## config.mk

```make
export PLATFORM = sky130hd
export DESIGN_NAME = tsdc_top
export DESIGN_NICKNAME = d
export VERILOG_FILES = /design/src/shared/tsdc_pkg.sv /design/src/core/tsdc_top.sv
export VERILOG_INCLUDE_DIRS = /design/src /design/src/shared
export SDC_FILE = /design/constraint.sdc
export NUM_CORES = 1
export LEC_CHECK = 0
export BUFFER_PORTS_ARGS = -buffer_cell sky130_fd_sc_hd__clkbuf_2
export CAP_MARGIN = 0
export CELL_PAD_IN_SITES_DETAIL_PLACEMENT = 1
export CELL_PAD_IN_SITES_GLOBAL_PLACEMENT = 1
export CORE_MARGIN = 2
export CORE_UTILIZATION = 43
export CTS_CLUSTER_DIAMETER = 150
export DETAILED_ROUTE_END_ITERATION = 7
export PLACE_DENSITY_LB_ADDON = 0.15
export SLEW_MARGIN = 10
export SYNTH_ARGS = -nofsm -noshare
export SYNTH_HDL_FRONTEND = slang
export SYNTH_SLANG_ARGS = --single-unit
```

## constraint.sdc

```tcl
create_clock -name ref_clk -period 2.65 [get_ports ref_clk]
set_input_delay 0.265 -clock ref_clk [delete_from_list [all_inputs] [get_ports ref_clk]]
set_output_delay 0.265 -clock ref_clk [all_outputs]
set_load 0.005 [all_outputs]
```

## src/shared/tsdc_defines.svh

```systemverilog
// Constants for the transfer sequence delay control block.
// Assumes a 20 MHz ref_clk; all delays count a common 50 ms tick.
//
// Summary of operation
// Pause in neutral on every transfer
// Neutral pause choices 0 to 10 s
// Pause timer starts only in neutral
// Confirm separation before closing to second source
// Failure during pause: finish, pick live source
// No elevator delay on real source failure
// Live-to-live transfer: elevator output, then delay
// Test or exercise: elevator after transfer delays
// Elevator expiry issues pending transfer command
// Elevator output off when timer idle
// Elevator delay choices 0 to 300 s
// Inhibits never stop running elevator delay
// Override ignores pause and elevator timers
// Post hold: keep output, rerun after transfer
// Post hold configurable, off after reset
// Two second hold or remote starts test
// Press or remote release ends test
// Override ends start and transfer delays
// Override bypasses transfer and retransfer inhibits
// Override stops LED flashing, cancels exercise
// Set Exercise only with external exerciser off
// Five second hold schedules, press starts exercise
// Test LED flashes twice per second, two seconds
// Timers count common tick, idle after reset
`ifndef TSDC_DEFINES_SVH
`define TSDC_DEFINES_SVH
`define TSDC_CLK_NS 50
`define TSDC_TICK_US 50000
`define TSDC_TICK_CYC (`TSDC_TICK_US * 1000 / `TSDC_CLK_NS)
`define TSDC_MS2TK(ms) ((ms) * 1000 / `TSDC_TICK_US)
`define TSDC_NP_MS1 500
`define TSDC_NP_MS2 1000
`define TSDC_NP_MS3 2000
`define TSDC_NP_MS4 3000
`define TSDC_NP_MS5 4000
`define TSDC_NP_MS6 6000
`define TSDC_NP_MS7 10000
`define TSDC_EL_MS1 1000
`define TSDC_EL_MS2 2000
`define TSDC_EL_MS3 3000
`define TSDC_EL_MS4 5000
`define TSDC_EL_MS5 30000
`define TSDC_EL_MS6 120000
`define TSDC_EL_MS7 300000
`define TSDC_TEST_HOLD_MS 2000
`define TSDC_FLASH_MS 2000
`define TSDC_BLINK_MS 250
`define TSDC_SX_HOLD_MS 5000
`define TSDC_SX_WIN_MS 10000
`define TSDC_CFG_OFF 8'h00
`define TSDC_STAT_OFF 8'h04
`define TSDC_PAUSE_LSB 0
`define TSDC_ELEV_LSB 3
`define TSDC_POST_BIT 6
`define TSDC_LOAD_BIT 7
`define TSDC_EXT_BIT 8
`define TSDC_CFG_RST 9'h000
`define TSDC_PIN_RST 11'h018
`endif

```

## src/shared/tsdc_pkg.sv

```systemverilog
// Types shared by the transfer sequence delay control block.
// Assumes the defines header supplies all numeric constants.
package tsdc_pkg;
  // Sequencer states
  typedef enum logic [2:0] {
    S_IDLE, S_ELEV, S_OPEN, S_PAUSE, S_CLOSE, S_POST
  } tsdc_st_t;
  // Software configuration word
  typedef struct packed {
    logic ext_ex_on;
    logic test_load;
    logic post_hold;
    logic [2:0] elev_sel;
    logic [2:0] pause_sel;
  } tsdc_cfg_t;
  // Panel, sensing and field inputs, all asynchronous
  typedef struct packed {
    logic norm_ok;
    logic emer_ok;
    logic at_norm;
    logic at_emer;
    logic test_btn;
    logic ovr_btn;
    logic ovr_in_n;
    logic rtest_n;
    logic setex_btn;
    logic xfer_inh;
    logic rexfer_inh;
  } tsdc_pin_t;
endpackage

```

## src/core/tsdc_top.sv

```systemverilog
// Transfer sequencer: neutral pause, elevator delay, panel buttons.
// Assumes pins are asynchronous and transfer requests come from the
// same-clock source-delay logic once its own delays have run out.
//
// The register offsets and the address-and-strobe port were decided locally.
`timescale 1ns/1ps
`include "tsdc_defines.svh"
module tsdc_top #(
  parameter int unsigned TICK_CYCLES = `TSDC_TICK_CYC
) (
  input wire logic ref_clk,
  input wire logic reset_n,
  input wire tsdc_pkg::tsdc_pin_t pins,
  input wire logic xfer_req,
  input wire logic rexfer_req,
  input wire logic conn_fault,
  input wire logic [7:0] reg_addr,
  input wire logic [31:0] reg_wdata,
  input wire logic reg_wr,
  input wire logic reg_rd,
  output logic [31:0] reg_rdata,
  output logic cmd_open,
  output logic cmd_norm,
  output logic cmd_emer,
  output logic elev_out,
  output logic ovr_pulse,
  output logic test_active,
  output logic test_led,
  output logic ex_sched,
  output logic ex_active,
  output logic conn_flash
);
  import tsdc_pkg::*;

  logic [10:0] s1_q;
  logic [10:0] s2_q;
  tsdc_pin_t p;
  tsdc_pin_t prv_q;
  logic [19:0] tc_q;
  logic tick_q;
  tsdc_cfg_t cfg_q;
  tsdc_st_t st_q;
  tsdc_st_t st_d;
  logic [12:0] tmr_q;
  logic [12:0] tmr_d;
  logic tgt_q;
  logic tgt_d;
  logic used_q;
  logic used_d;
  logic elev_d;
  logic [12:0] elev_tk;
  logic [12:0] pause_tk;
  logic neutral;
  logic ovr_p;
  logic go_x;
  logic go_r;
  logic avail_t;
  logic avail_o;
  logic [6:0] thold_q;
  logic [5:0] fl_q;
  logic [2:0] ph_q;
  logic blink_q;
  logic t_start;
  logic t_stop;
  logic [6:0] sx_q;
  logic [7:0] win_q;
  logic sx_long;
  logic sx_short;

  // Delay tables in ticks
  function automatic logic [12:0] np_tk(input logic [2:0] s);
    unique case (s)
      3'h0: np_tk = 13'h0;
      3'h1: np_tk = 13'(`TSDC_MS2TK(`TSDC_NP_MS1));
      3'h2: np_tk = 13'(`TSDC_MS2TK(`TSDC_NP_MS2));
      3'h3: np_tk = 13'(`TSDC_MS2TK(`TSDC_NP_MS3));
      3'h4: np_tk = 13'(`TSDC_MS2TK(`TSDC_NP_MS4));
      3'h5: np_tk = 13'(`TSDC_MS2TK(`TSDC_NP_MS5));
      3'h6: np_tk = 13'(`TSDC_MS2TK(`TSDC_NP_MS6));
      3'h7: np_tk = 13'(`TSDC_MS2TK(`TSDC_NP_MS7));
    endcase
  endfunction

  function automatic logic [12:0] el_tk(input logic [2:0] s);
    unique case (s)
      3'h0: el_tk = 13'h0;
      3'h1: el_tk = 13'(`TSDC_MS2TK(`TSDC_EL_MS1));
      3'h2: el_tk = 13'(`TSDC_MS2TK(`TSDC_EL_MS2));
      3'h3: el_tk = 13'(`TSDC_MS2TK(`TSDC_EL_MS3));
      3'h4: el_tk = 13'(`TSDC_MS2TK(`TSDC_EL_MS4));
      3'h5: el_tk = 13'(`TSDC_MS2TK(`TSDC_EL_MS5));
      3'h6: el_tk = 13'(`TSDC_MS2TK(`TSDC_EL_MS6));
      3'h7: el_tk = 13'(`TSDC_MS2TK(`TSDC_EL_MS7));
    endcase
  endfunction

  // Two-flop synchronisers; only the second stage is read
  always_ff @(posedge ref_clk) begin
    if (!reset_n) begin
      s1_q <= `TSDC_PIN_RST;
      s2_q <= `TSDC_PIN_RST;
      prv_q <= tsdc_pin_t'(`TSDC_PIN_RST);
    end else begin
      s1_q <= pins;
      s2_q <= s1_q;
      prv_q <= p;
    end
  end

  assign p = tsdc_pin_t'(s2_q);
  assign neutral = !p.at_norm && !p.at_emer;
  assign ovr_p = (p.ovr_btn && !prv_q.ovr_btn) || (!p.ovr_in_n && prv_q.ovr_in_n);

  // Common time base tick
  always_ff @(posedge ref_clk) begin
    if (!reset_n) begin
      tc_q <= 20'h0;
      tick_q <= 1'b0;
    end else if (tc_q == 20'(TICK_CYCLES - 1)) begin
      tc_q <= 20'h0;
      tick_q <= 1'b1;
    end else begin
      tc_q <= tc_q + 20'h1;
      tick_q <= 1'b0;
    end
  end

  // Configuration register; all delays off after reset
  always_ff @(posedge ref_clk) begin
    if (!reset_n) begin
      cfg_q <= tsdc_cfg_t'(`TSDC_CFG_RST);
    end else if (reg_wr && reg_addr == `TSDC_CFG_OFF) begin
      cfg_q.pause_sel <= reg_wdata[`TSDC_PAUSE_LSB +: 3];
      cfg_q.elev_sel <= reg_wdata[`TSDC_ELEV_LSB +: 3];
      cfg_q.post_hold <= reg_wdata[`TSDC_POST_BIT];
      cfg_q.test_load <= reg_wdata[`TSDC_LOAD_BIT];
      cfg_q.ext_ex_on <= reg_wdata[`TSDC_EXT_BIT];
    end
  end

  // Read data stands one cycle; unmapped addresses read zero
  always_ff @(posedge ref_clk) begin
    if (!reset_n) begin
      reg_rdata <= 32'h0;
    end else if (reg_rd && reg_addr == `TSDC_CFG_OFF) begin
      reg_rdata <= {23'h0, cfg_q};
    end else if (reg_rd && reg_addr == `TSDC_STAT_OFF) begin
      reg_rdata <= {22'h0, conn_flash, ex_active, ex_sched, test_active,
                    elev_out, tgt_q, 1'b0, 3'(st_q)};
    end else begin
      reg_rdata <= 32'h0;
    end
  end

  assign elev_tk = el_tk(cfg_q.elev_sel);
  assign pause_tk = np_tk(cfg_q.pause_sel);
  // Override lifts an inhibit for the request it arrives with
  assign go_x = xfer_req && p.at_norm && (!p.xfer_inh || ovr_p);
  assign go_r = rexfer_req && p.at_emer && (!p.rexfer_inh || ovr_p);
  assign avail_t = tgt_q ? p.emer_ok : p.norm_ok;
  assign avail_o = tgt_q ? p.norm_ok : p.emer_ok;

  // Sequencer; override never touches a running timer here
  always_comb begin
    st_d = st_q;
    tmr_d = tmr_q;
    tgt_d = tgt_q;
    used_d = used_q;
    unique case (st_q)
      S_IDLE: begin
        used_d = 1'b0;
        if (go_x || go_r) begin
          tgt_d = go_x;
          // Warning only between two live sources
          if (p.norm_ok && p.emer_ok && elev_tk != 13'h0) begin
            st_d = S_ELEV;
            tmr_d = elev_tk;
            used_d = 1'b1;
          end else begin
            st_d = S_OPEN;
          end
        end
      end
      S_ELEV: begin
        // Inhibits are not looked at once the delay runs
        if (tmr_q == 13'h0) begin
          st_d = S_OPEN;
        end else if (tick_q) begin
          tmr_d = tmr_q - 13'h1;
        end
      end
      S_OPEN: begin
        // Timer loads only once neutral is sensed
        if (neutral) begin
          st_d = S_PAUSE;
          tmr_d = pause_tk;
        end
      end
      S_PAUSE: begin
        // Zero setting passes straight through
        // A failing source does not stop the count
        if (tmr_q != 13'h0) begin
          if (tick_q) begin
            tmr_d = tmr_q - 13'h1;
          end
        end else if (avail_t || avail_o) begin
          st_d = S_CLOSE;
          tgt_d = avail_t ? tgt_q : !tgt_q;
        end
      end
      S_CLOSE: begin
        if (tgt_q ? p.at_emer : p.at_norm) begin
          // Second elevator run after the switch lands
          if (cfg_q.post_hold && used_q) begin
            st_d = S_POST;
            tmr_d = elev_tk;
          end else begin
            st_d = S_IDLE;
          end
        end
      end
      S_POST: begin
        if (tmr_q == 13'h0) begin
          st_d = S_IDLE;
        end else if (tick_q) begin
          tmr_d = tmr_q - 13'h1;
        end
      end
      default: begin
        st_d = S_IDLE;
        tmr_d = 13'h0;
      end
    endcase
  end

  // Output held through the transfer only in post hold mode
  assign elev_d = st_d == S_ELEV || st_d == S_POST ||
                  (cfg_q.post_hold && used_d &&
                   (st_d == S_OPEN || st_d == S_PAUSE || st_d == S_CLOSE));
  // Sequencer state and switch commands
  always_ff @(posedge ref_clk) begin
    if (!reset_n) begin
      st_q <= S_IDLE;
      tmr_q <= 13'h0;
      tgt_q <= 1'b0;
      used_q <= 1'b0;
      cmd_open <= 1'b0;
      cmd_norm <= 1'b0;
      cmd_emer <= 1'b0;
      elev_out <= 1'b0;
    end else begin
      st_q <= st_d;
      tmr_q <= tmr_d;
      tgt_q <= tgt_d;
      used_q <= used_d;
      cmd_open <= st_d == S_OPEN;
      cmd_norm <= st_d == S_CLOSE && !tgt_d;
      cmd_emer <= st_d == S_CLOSE && tgt_d;
      elev_out <= elev_d;
    end
  end

  // Override events for the external delays, and LED flash latch
  always_ff @(posedge ref_clk) begin
    if (!reset_n) begin
      ovr_pulse <= 1'b0;
      conn_flash <= 1'b0;
    end else begin
      ovr_pulse <= ovr_p;
      conn_flash <= conn_fault || (conn_flash && !ovr_p);
    end
  end

  // Test start needs a held press or a remote start; a fresh press ends it
  assign t_start = !test_active && p.norm_ok &&
                   ((p.test_btn && tick_q &&
                     thold_q == 7'(`TSDC_MS2TK(`TSDC_TEST_HOLD_MS) - 1)) ||
                    (!p.rtest_n && prv_q.rtest_n));
  assign t_stop = test_active && ((p.test_btn && !prv_q.test_btn) ||
                                  (p.rtest_n && !prv_q.rtest_n));

  // Test state and hold counter
  always_ff @(posedge ref_clk) begin
    if (!reset_n) begin
      test_active <= 1'b0;
      thold_q <= 7'h0;
    end else begin
      if (t_start) begin
        test_active <= 1'b1;
      end else if (t_stop) begin
        test_active <= 1'b0;
      end
      if (!p.test_btn || test_active) begin
        thold_q <= 7'h0;
      end else if (tick_q && thold_q != 7'(`TSDC_MS2TK(`TSDC_TEST_HOLD_MS))) begin
        thold_q <= thold_q + 7'h1;
      end
    end
  end

  // Acknowledge flashing, then the LED follows the test state
  always_ff @(posedge ref_clk) begin
    if (!reset_n) begin
      fl_q <= 6'h0;
      ph_q <= 3'h0;
      blink_q <= 1'b0;
      test_led <= 1'b0;
    end else begin
      if (t_start || t_stop) begin
        fl_q <= 6'(`TSDC_MS2TK(`TSDC_FLASH_MS));
        ph_q <= 3'h0;
        blink_q <= 1'b1;
      end else if (tick_q && fl_q != 6'h0) begin
        fl_q <= fl_q - 6'h1;
        if (ph_q == 3'(`TSDC_MS2TK(`TSDC_BLINK_MS) - 1)) begin
          ph_q <= 3'h0;
          blink_q <= !blink_q;
        end else begin
          ph_q <= ph_q + 3'h1;
        end
      end
      test_led <= (fl_q != 6'h0) ? blink_q : test_active;
    end
  end

  // Button works only with the external exerciser off
  assign sx_long = !cfg_q.ext_ex_on && p.setex_btn && tick_q &&
                   sx_q == 7'(`TSDC_MS2TK(`TSDC_SX_HOLD_MS) - 1);
  assign sx_short = !cfg_q.ext_ex_on && !p.setex_btn && prv_q.setex_btn &&
                    sx_q != 7'(`TSDC_MS2TK(`TSDC_SX_HOLD_MS)) &&
                    win_q != 8'h0 && ex_sched;

  // Exercise schedule; a start in the same cycle beats override
  always_ff @(posedge ref_clk) begin
    if (!reset_n) begin
      sx_q <= 7'h0;
      win_q <= 8'h0;
      ex_sched <= 1'b0;
      ex_active <= 1'b0;
    end else begin
      if (!p.setex_btn) begin
        sx_q <= 7'h0;
      end else if (tick_q && sx_q != 7'(`TSDC_MS2TK(`TSDC_SX_HOLD_MS))) begin
        sx_q <= sx_q + 7'h1;
      end
      if (sx_long && ex_sched) begin
        ex_sched <= 1'b0;
        ex_active <= 1'b0;
        win_q <= 8'h0;
      end else if (sx_long) begin
        ex_sched <= 1'b1;
        win_q <= 8'(`TSDC_MS2TK(`TSDC_SX_WIN_MS));
      end else begin
        if (tick_q && win_q != 8'h0) begin
          win_q <= win_q - 8'h1;
        end
        if (sx_short) begin
          ex_active <= 1'b1;
        end else if (ovr_p) begin
          ex_active <= 1'b0;
        end
      end
    end
  end
endmodule

```

==> results of run 1 <==
## sequential cells by signal, summed over array words and instances (netlist names), 5 cells and up
signal / flops
thold_q: 7
tc_q: 20
reg_rdata: 10
pause_tk: 7
sx_q: 7
fl_q: 6
elev_tk: 9
s1_q: 11
cfg_q: 9
p: 11
prv_q: 5
win_q: 8
tmr_q: 13
## where the power goes
| part | internal, W | total, W | switching [W] |
|---|---|---|---|
| registers | 0.00221 | 0.00230 | 0.0000826 |
| clock network | 0.00144 | 0.00236 | 0.000927 |
| logic | 0.000303 | 0.000730 | 0.000427 |
| total | 0.00395 | 0.00539 | 0.00144 |
## cells in the final DEF, fill, tap and decap left out, types with 4 or more instances in the layout
master and instances:
or3_1 9, a211oi_1 5, o211ai_1 5, xnor2_1 17
ha_1 12, nor2_1 78, clkbuf_16 17, o31ai_1 5
nand4_1 10, inv_1 29, buf_4 12, conb_1 22
a31oi_1 7, and2_1 27, nor3_1 16, xor2_1 25
and3_1 9, mux2i_1 25, nor2b_1 17, a21boi_0 4
nor3b_1 5, a21oi_1 26, nand2b_1 15, clkbuf_2 54
nand2_1 58, nor4_1 7, o21ai_0 23, dfxtp_1 143
nand3_1 27
## cell families (layout without fill, tap and decap cells)
logic type / after synthesis / in the layout / share of synthesized area (%)
AO/OA/AOI/OAI: 105 / 105 / 11.0
XOR/XNOR: 42 / 42 / 5.87
adder cells (fa/ha/maj): 12 / 12 / 2.39
buffers and inverters: 74 / 128 / 6.21
flip-flops: 143 / 143 / 45.7
multiplexers: 26 / 26 / 4.17
other: 1 / 22 / 0.0598
AND/OR/NAND/NOR: 297 / 297 / 24.6
## metrics by stage
step	setup slack (ns)	std cells	utilization (%)
after floorplan	0.728	721	-
after global placement	0.387	927	46.5
after detailed placement	0.329	927	46.5
after CTS	0.248	959	50.6
after global routing	0.0844	959	50.6
final	0.245	959	50.6
## metal layers
| layer | vias up | part of all wire, % | global-route usage [%] |
|---|---|---|---|
| met5 | - | 0 | 0 |
| met4 | 0 | 2.2 | 8.79 |
| met3 | 32 | 3.0 | 4.38 |
| met2 | 83 | 49 | 34.8 |
| met1 | 2421 | 46 | 25.1 |
| li1 | 2486 | - | - |
## worst max-delay path, delay by kind of cell, from the launching register on
family                     cells  cell delay (ns)
and+or+nand+nor                2             0.42
buffers and inverters          1             0.08
AOI/OAI and AO/OA              4             1.21
DFF                            1             0.33
adders and majority gates      1             0.25
## final cells by class
class	count	area, um^2
Clock buffer	20	457
Clock inverter	12	133
Fill cell	1697	7100
Inverter	29	109
Multi-Input combinational cell	504	3100
Sequential cell	143	2860
Tap cell	184	230
Timing Repair Buffer	67	380
## worst max-delay path by stage
stage,from,to,slack (ns),depth (start not counted)
CTS,tmr_q[0],tmr_q[7],0.25,8
finish,tmr_q[0],tmr_q[7],0.24,8
floorplan,tmr_q[0],tmr_q[4],0.73,10
detailed placement,tmr_q[0],tmr_q[7],0.33,8
global placement,tmr_q[5],tmr_q[7],0.39,6
global route,tmr_q[5],tmr_q[7],0.08,6
==> impl_metrics.yaml, run 1 <==
logic_synthesis:
  synthArstFlopShare_pct: 0
  yosysMostFrequentCell: "dfxtp_1"
  ys_seq_area_share_pct: 45.7
  syn_area_um2: 6270
  synth.top_cell.area_share_pct: 45.7
  netlist_instances: 700
  synth_top_cells_by_count: "dfxtp_1, nor2_1, nand2_1"
  yosys_most_used_dff: "dfxtp_1"
  synth-seq-cells: 143
  yosys_warnings: 0
  synth_cell_types: 63
  synth_edf_count: 0
  synth.area.top_cells: "dfxtp_1, nor2_1, mux2i_1"
  avgSynthCellArea_um2: 8.96
  synth_area_leader_cell: "dfxtp_1"
job:
  cap_violations: 0
min_path:
  holdPathStages: 2
  min_path_type: "in2reg"
  hp-start: "pins[3]"
  whs_endpoint: "s1_q[3]"
setup_path:
  slowest_delay_ns: 0.55
  start_kind: "register"
  crit-reg2reg-capture: "tmr_q[7]"
  worstPathRequired_ns: 2.97
  rrSetupSlack_ns: 0.24
  crit_arrival_ns: 2.72
  cp_max_fo: 17
  crit_type: "reg2reg"
  path_cells: "inv_1 > ha_1 > nor4b_4 > nand3_2 > o22ai_2 > a211o_1 > a21oi_1 > a31o_2"
  reg2regPathDepth: 8
  slowest_stage: "a211o_1"
  critPathCaptureType: "register"
  rr_startpoint: "tmr_q[0]"
grt:
  grt_usage_pct: 20.5
  antenna_found_initial: 0
  grt_pass1_wl_um: 25700
  grt_pass1_vias: 5279
  grt_max_degree: 49
  overflow: 0
route:
  wire_per_inst_um: 16.0
  via_per_inst: 5.24
  firstDrtPassIters: 4
  first_iter_violations: 208
  drc: 0
  dr_total_vias: 5022
  ant_nets: 0
  wl_um: 15400
power_and_ir_drop:
  p_leak_nw: 2.96
  ir_drop_mv: 0.548
  p_per_area_nw_per_um2: 742
  finalPower_w: 0.00539
clocking:
  clk_latency_ns: 0.43
  cts_resized: 0
  post_cts_buffers: 0
  cts_hold_buf: 0
  clk_pin_slew_ns: 0.06
  root_buffer: "clkbuf_16"
  cts_max_level: 4
  cts_tree: "yes"
  cts_sinks: 143
  cts_buffers: 17
  cts_max_path_buffers: 2
sta:
  relSlewSlack_pct: 58.9
  min_period_over_period_pct: 90.8
  finalHoldViolCount: 0
  setup_tns_ns: 0
  worstMarginPinSlew_ns: 0.614
  fmax_mhz: 416
  skew_ns: 0.00893
  drv_slew: 0
  whs_ns: 0.0352
  final-setup-viol-count: 0
  rsz0062_at_grt: "false"
  fin_crit_ns: 2.41
placement:
  place.gp.congestion: 0.829
  place_area_um2: 6680
  hpwl_um: 11200
  port_buffers: 54
finish:
  syn2layout_area_growth_pct: 15.9
  drive_gt1_share_pct: 14.6
  fin_nets: 832
  stdcell_area_um2: 7270
  antenna_cells: 0
floorplan:
  die_area_um2: 15600
  die_w_um: 125
  rows: 44
  ios: 100
  fp.dieH_um: 125
  core-area_um2: 14400
  start_util_pct: 43.6
outcome:
  status: "complete, no violations"
Power figures use the tool's default switching activity.
==> inputs of run 2 (changes only) <==
Settings changed: CORE_UTILIZATION 43 to 40.
==> run 2 against run 1 <==
Compared with the run above:
- clock skew is essentially flat
- first-iteration DRC count shrank 7.7%
- hold slack lost 0.013 ns
- die area rose by 7.3%
- flip-flop and latch count unchanged
- sequential power hardly changed
- critical endpoint is now tmr_q[5]
- global-route usage down 0.43 points
- total power rose by 1.5%
- via count about the same
- routed wire length grew 1.6%
- cell area is 0.91% higher
- sequential share of layout area decreased by 0.36 points
- largest cell class unchanged
==> impl_metrics.yaml, run 2 (synthesized netlist as in run 1, its figures left out) <==
outcome:
  status: "complete, no violations"
placement:
  place.gp.congestion: 0.827
  hpwl_um: 11400
  port_buffers: 54
  dp_cells: 957
sta:
  fin_crit_ns: 2.39
  final-setup-viol-count: 0
  relSlewSlack_pct: 53.2
  finalHoldViolCount: 0
  skew_ns: 0.00850
  min_period_over_period_pct: 90.3
  worstMarginPinSlew_ns: 0.700
  drv_slew: 0
  rsz0062_at_grt: "false"
  fmax_mhz: 418
  setup_tns_ns: 0
  whs_ns: 0.0224
power_and_ir_drop:
  ir_drop_mv: 0.482
  p_leak_nw: 2.98
  finalPower_w: 0.00547
  p_per_area_nw_per_um2: 746
setup_path:
  crit_type: "reg2reg"
  cp_max_fo: 17
  rr_startpoint: "tmr_q[0]"
  path_depth: 8
  worstPathRequired_ns: 2.99
  startpoint: "tmr_q[0]"
  slowest_delay_ns: 0.53
  slowest_stage: "a211o_1"
  crit_arrival_ns: 2.73
  path_delay_family: "compound AO/OA/AOI/OAI gates"
  critPathCaptureType: "register"
  cpMostUsedCell: "o211ai_1"
  reg2regPathDepth: 8
  critPathBufInv: 1
  start_kind: "register"
  path_cells: "inv_1 > ha_1 > nor4b_4 > nand3_2 > o22ai_2 > a211o_1 > o211ai_1 > o211ai_1"
clocking:
  clk_latency_ns: 0.43
  cts_resized: 0
  cts_max_level: 4
  clk_pin_slew_ns: 0.07
  cts_sinks: 143
  cts_tree: "yes"
  root_buffer: "clkbuf_16"
  cts_buffers: 17
  cts_hold_buf: 0
  post_cts_buffers: 0
  cts_max_path_buffers: 2
route:
  drc: 0
  ant_nets: 0
  dr_total_vias: 5018
  wl_um: 15600
  via_per_inst: 5.07
  first_iter_violations: 192
  wire_per_inst_um: 15.8
  firstDrtPassIters: 5
floorplan:
  ios: 100
  die_area_um2: 16700
  core-area_um2: 15300
  fp.dieH_um: 129
  rows: 45
  die_w_um: 129
  start_util_pct: 41.1
finish:
  syn2layout_area_growth_pct: 17.0
  largest_reg_flops: 20
  fin_nets: 835
  final_cell_mix: "dfxtp_1, nor2_1, nand2_1"
  largest-register: "tc_q"
  antenna_cells: 0
  stdcell_count: 989
  final_common_cell: "dfxtp_1"
  drive_gt1_share_pct: 15.0
  largestRegisters: "tc_q x20, tmr_q x13"
min_path:
  min_path_type: "in2reg"
  hp-start: "pins[4]"
  holdPathStages: 2
grt:
  grt_pass1_vias: 5240
  grt_max_degree: 33
  antenna_found_initial: 0
  overflow: 0
  grt_usage_pct: 20.1
  grt_pass1_wl_um: 26200
job:
  cap_violations: 0
[run 2: layout make-up]
class	instances	area (um^2)
multi-input combinational	504	3100
tap	211	264
fill	1771	7920
timing repair buffer	70	403
clock inverter	15	174
clock buffer	17	425
inverter	29	109
sequential	143	2860
[run 2: routing by layer]
layer	GRT usage (%)	routed length, um
met5	0	0
met4	8.18	346
met3	4.38	405
met2	33.8	7690
met1	25.1	7200
[run 2: stage by stage]
step           area (um^2)  setup slack (ns)  util, %
6_report              7330             0.256     48.1
5_1_grt               7330           0.00550     48.1
4_1_cts               7330             0.245     48.1
3_5_place_dp          6740             0.264     44.1
3_3_place_gp          6740             0.356     44.1
2_1_floorplan         6350             0.728        -
[run 2: final timing paths]
path	to	slack, ns
worst max register to register	tmr_q[5]	0.26
worst max-delay path	tmr_q[5]	0.26
worst min-delay path	s1_q[4]	0.02
worst min register to register	p[4]	0.42
[run 2: power by group]
part	switching (W)	internal, W	leakage [nW]
Combinational	0.000442	0.000297	1.53
Clock	0.00103	0.00142	0.287
Sequential	0.0000759	0.00221	1.16
Total	0.00155	0.00393	2.98
[run 2: worst reg2reg max path: stages (launching register included)]
cell and delay, ns:
dfxtp_1 0.33, inv_1 0.09, ha_1 0.23, nor4b_4 0.26, nand3_2 0.19, o22ai_2 0.31
a211o_1 0.53, o211ai_1 0.21, o211ai_1 0.14
==> inputs of run 3 (changes only) <==
Settings changed: CAP_MARGIN 0 to default, CORE_ASPECT_RATIO from default to 1.75.
==> run 3 against run 2 <==
Compared with the run above:
- via count grew 0.50%
- non-clock buffer count is the same
- clock power shrank 7%
- die area grew 0.24%
- count of clock-buffer cells in the layout grew 1
- first-iteration DRC count shrank 27%
- maximum frequency grew 0.65%
- largest power group unchanged
- highest routed layer unchanged
==> impl_metrics.yaml, run 3 (synthesized netlist as in run 1, its figures left out) <==
outcome:
  status: "complete, no violations"
min_path:
  min_path_type: "in2reg"
  holdPathStages: 2
  hp-start: "pins[3]"
  whs_endpoint: "s1_q[3]"
sta:
  min_period_over_period_pct: 89.7
  setup_tns_ns: 0
  fmax_mhz: 421
  rsz0062_at_grt: "false"
  drv_slew: 0
  relSlewSlack_pct: 47.6
  finalHoldViolCount: 0
  fin_ws_ns: 0.272
  worstMarginPinSlew_ns: 0.786
  whs_ns: 0.0222
  skew_ns: 0.0117
  final-setup-viol-count: 0
  fin_crit_ns: 2.38
power_and_ir_drop:
  swShare_pct: 28.2
  ir_drop_mv: 0.448
  p_switching_w: 0.00150
  p_leak_nw: 2.96
  finalPower_w: 0.00533
  internal_power_w: 0.00382
  p_comb_share_pct: 14.3
  seqPwrFrac_pct: 42.7
  clkPwrFrac_pct: 42.9
  p_per_area_nw_per_um2: 733
floorplan:
  ios: 100
  die_area_um2: 16700
  rows: 60
  fp.dieH_um: 170
  die_w_um: 98.6
  core-area_um2: 15400
  start_util_pct: 40.7
clocking:
  post_cts_buffers: 0
  clk_latency_ns: 0.42
  cts_max_path_buffers: 2
  clk_pin_slew_ns: 0.06
  cts_tree: "yes"
  cts_sinks: 143
  cts_resized: 0
  cts_max_level: 4
  cts_hold_buf: 0
  cts_buffers: 17
  root_buffer: "clkbuf_16"
finish:
  largestRegisters: "tc_q x20, tmr_q x13"
  largest-register: "tc_q"
  fin_nets: 835
  syn2layout_area_growth_pct: 15.9
  drive_gt1_share_pct: 14.9
  largest_reg_flops: 20
  antenna_cells: 0
  final_common_cell: "dfxtp_1"
  stdcell_area_um2: 7270
  fillers: 1803
  final_cell_mix: "dfxtp_1, nor2_1, nand2_1"
route:
  first_iter_violations: 140
  wire_per_inst_um: 16.6
  firstDrtPassIters: 4
  drc: 0
  ant_nets: 0
  dr_total_vias: 5043
  wl_um: 16000
  via_per_inst: 5.23
setup_path:
  crit-reg2reg-capture: "cmd_norm"
  start_kind: "register"
  crit_arrival_ns: 2.73
  rrSetupSlack_ns: 0.27
  cp_max_fo: 7
  critPathCaptureType: "register"
  worstPathRequired_ns: 3.01
  rr_startpoint: "tmr_q[0]"
  crit_type: "reg2reg"
  reg2regPathDepth: 8
grt:
  antenna_found_initial: 0
  grt_pass1_wl_um: 26700
  grt_max_degree: 63
  overflow: 0
  grt_pass1_vias: 5443
  grt_usage_pct: 20.0
placement:
  port_buffers: 54
  place_area_um2: 6700
  dp_worst_setup_slack_ns: 0.347
  place.gp.congestion: 0.843
  hpwl_um: 11800
job:
  cap_violations: 0
[run 3: cell types whose count changed in the layout (fill, tap and decap cells not counted)]
cell	delta
bufinv_16	-1
clkbuf_1	+1
clkinv_2	+1
clkinv_4	+2
inv_8	-3
[run 3: layer usage]
metal	track usage [%]	share of wire [%]
met4	8.10	2.7
met2	38.1	56
met1	21.2	39
met3	3.71	2.4
met5	0	0
[run 3: how the worst max path moves through the flow]
stage / startpoint / end / slack [ns] / cells past startpoint
floorplan: tmr_q[0] / tmr_q[4] / 0.73 / 10
global placement: tmr_q[0] / tmr_q[7] / 0.38 / 8
detailed placement: p[10] / tmr_q[1] / 0.35 / 5
CTS: tmr_q[0] / cmd_norm / 0.31 / 8
global route: tmr_q[0] / tmr_q[11] / 0.12 / 8
finish: tmr_q[0] / cmd_norm / 0.27 / 8
[run 3: final cells by class]
class | instances | area [um^2] | area share (%)
Tap cell | 186 | 233 | 3.20
Clock inverter | 14 | 133 | 1.83
Sequential cell | 143 | 2860 | 39.4
Multi-Input combinational cell | 504 | 3100 | 42.6
Clock buffer | 18 | 429 | 5.91
Inverter | 29 | 109 | 1.50
Timing Repair Buffer | 70 | 403 | 5.55
[run 3: stage by stage]
| step | cells | utilization, % |
|---|---|---|
| after detailed placement | 932 | 43.6 |
| final | 964 | 47.2 |
| after global placement | 932 | 43.6 |
| after floorplan | 721 | - |
| after CTS | 964 | 47.2 |
| after global routing | 964 | 47.2 |
[run 3: critical path, cell delays in order, from the launching register on]
cell     delay [ns]
dfxtp_1        0.33
inv_1          0.08
ha_1           0.21
nor4b_4        0.26
buf_4          0.21
nand4_1        0.22
o21ai_0        0.59
and2_1         0.23
and3_1         0.18
[run 3: power groups by stage]
stage | Clock [W] | Sequential [W] | Combinational, W
2_1_floorplan | 0 | 0.00230 | 0.000574
3_3_place_gp | 0 | 0.00232 | 0.000748
3_5_place_dp | 0 | 0.00233 | 0.000762
4_1_cts | 0.00234 | 0.00228 | 0.000766
5_1_grt | 0.00243 | 0.00229 | 0.000846
6_report | 0.00229 | 0.00228 | 0.000762
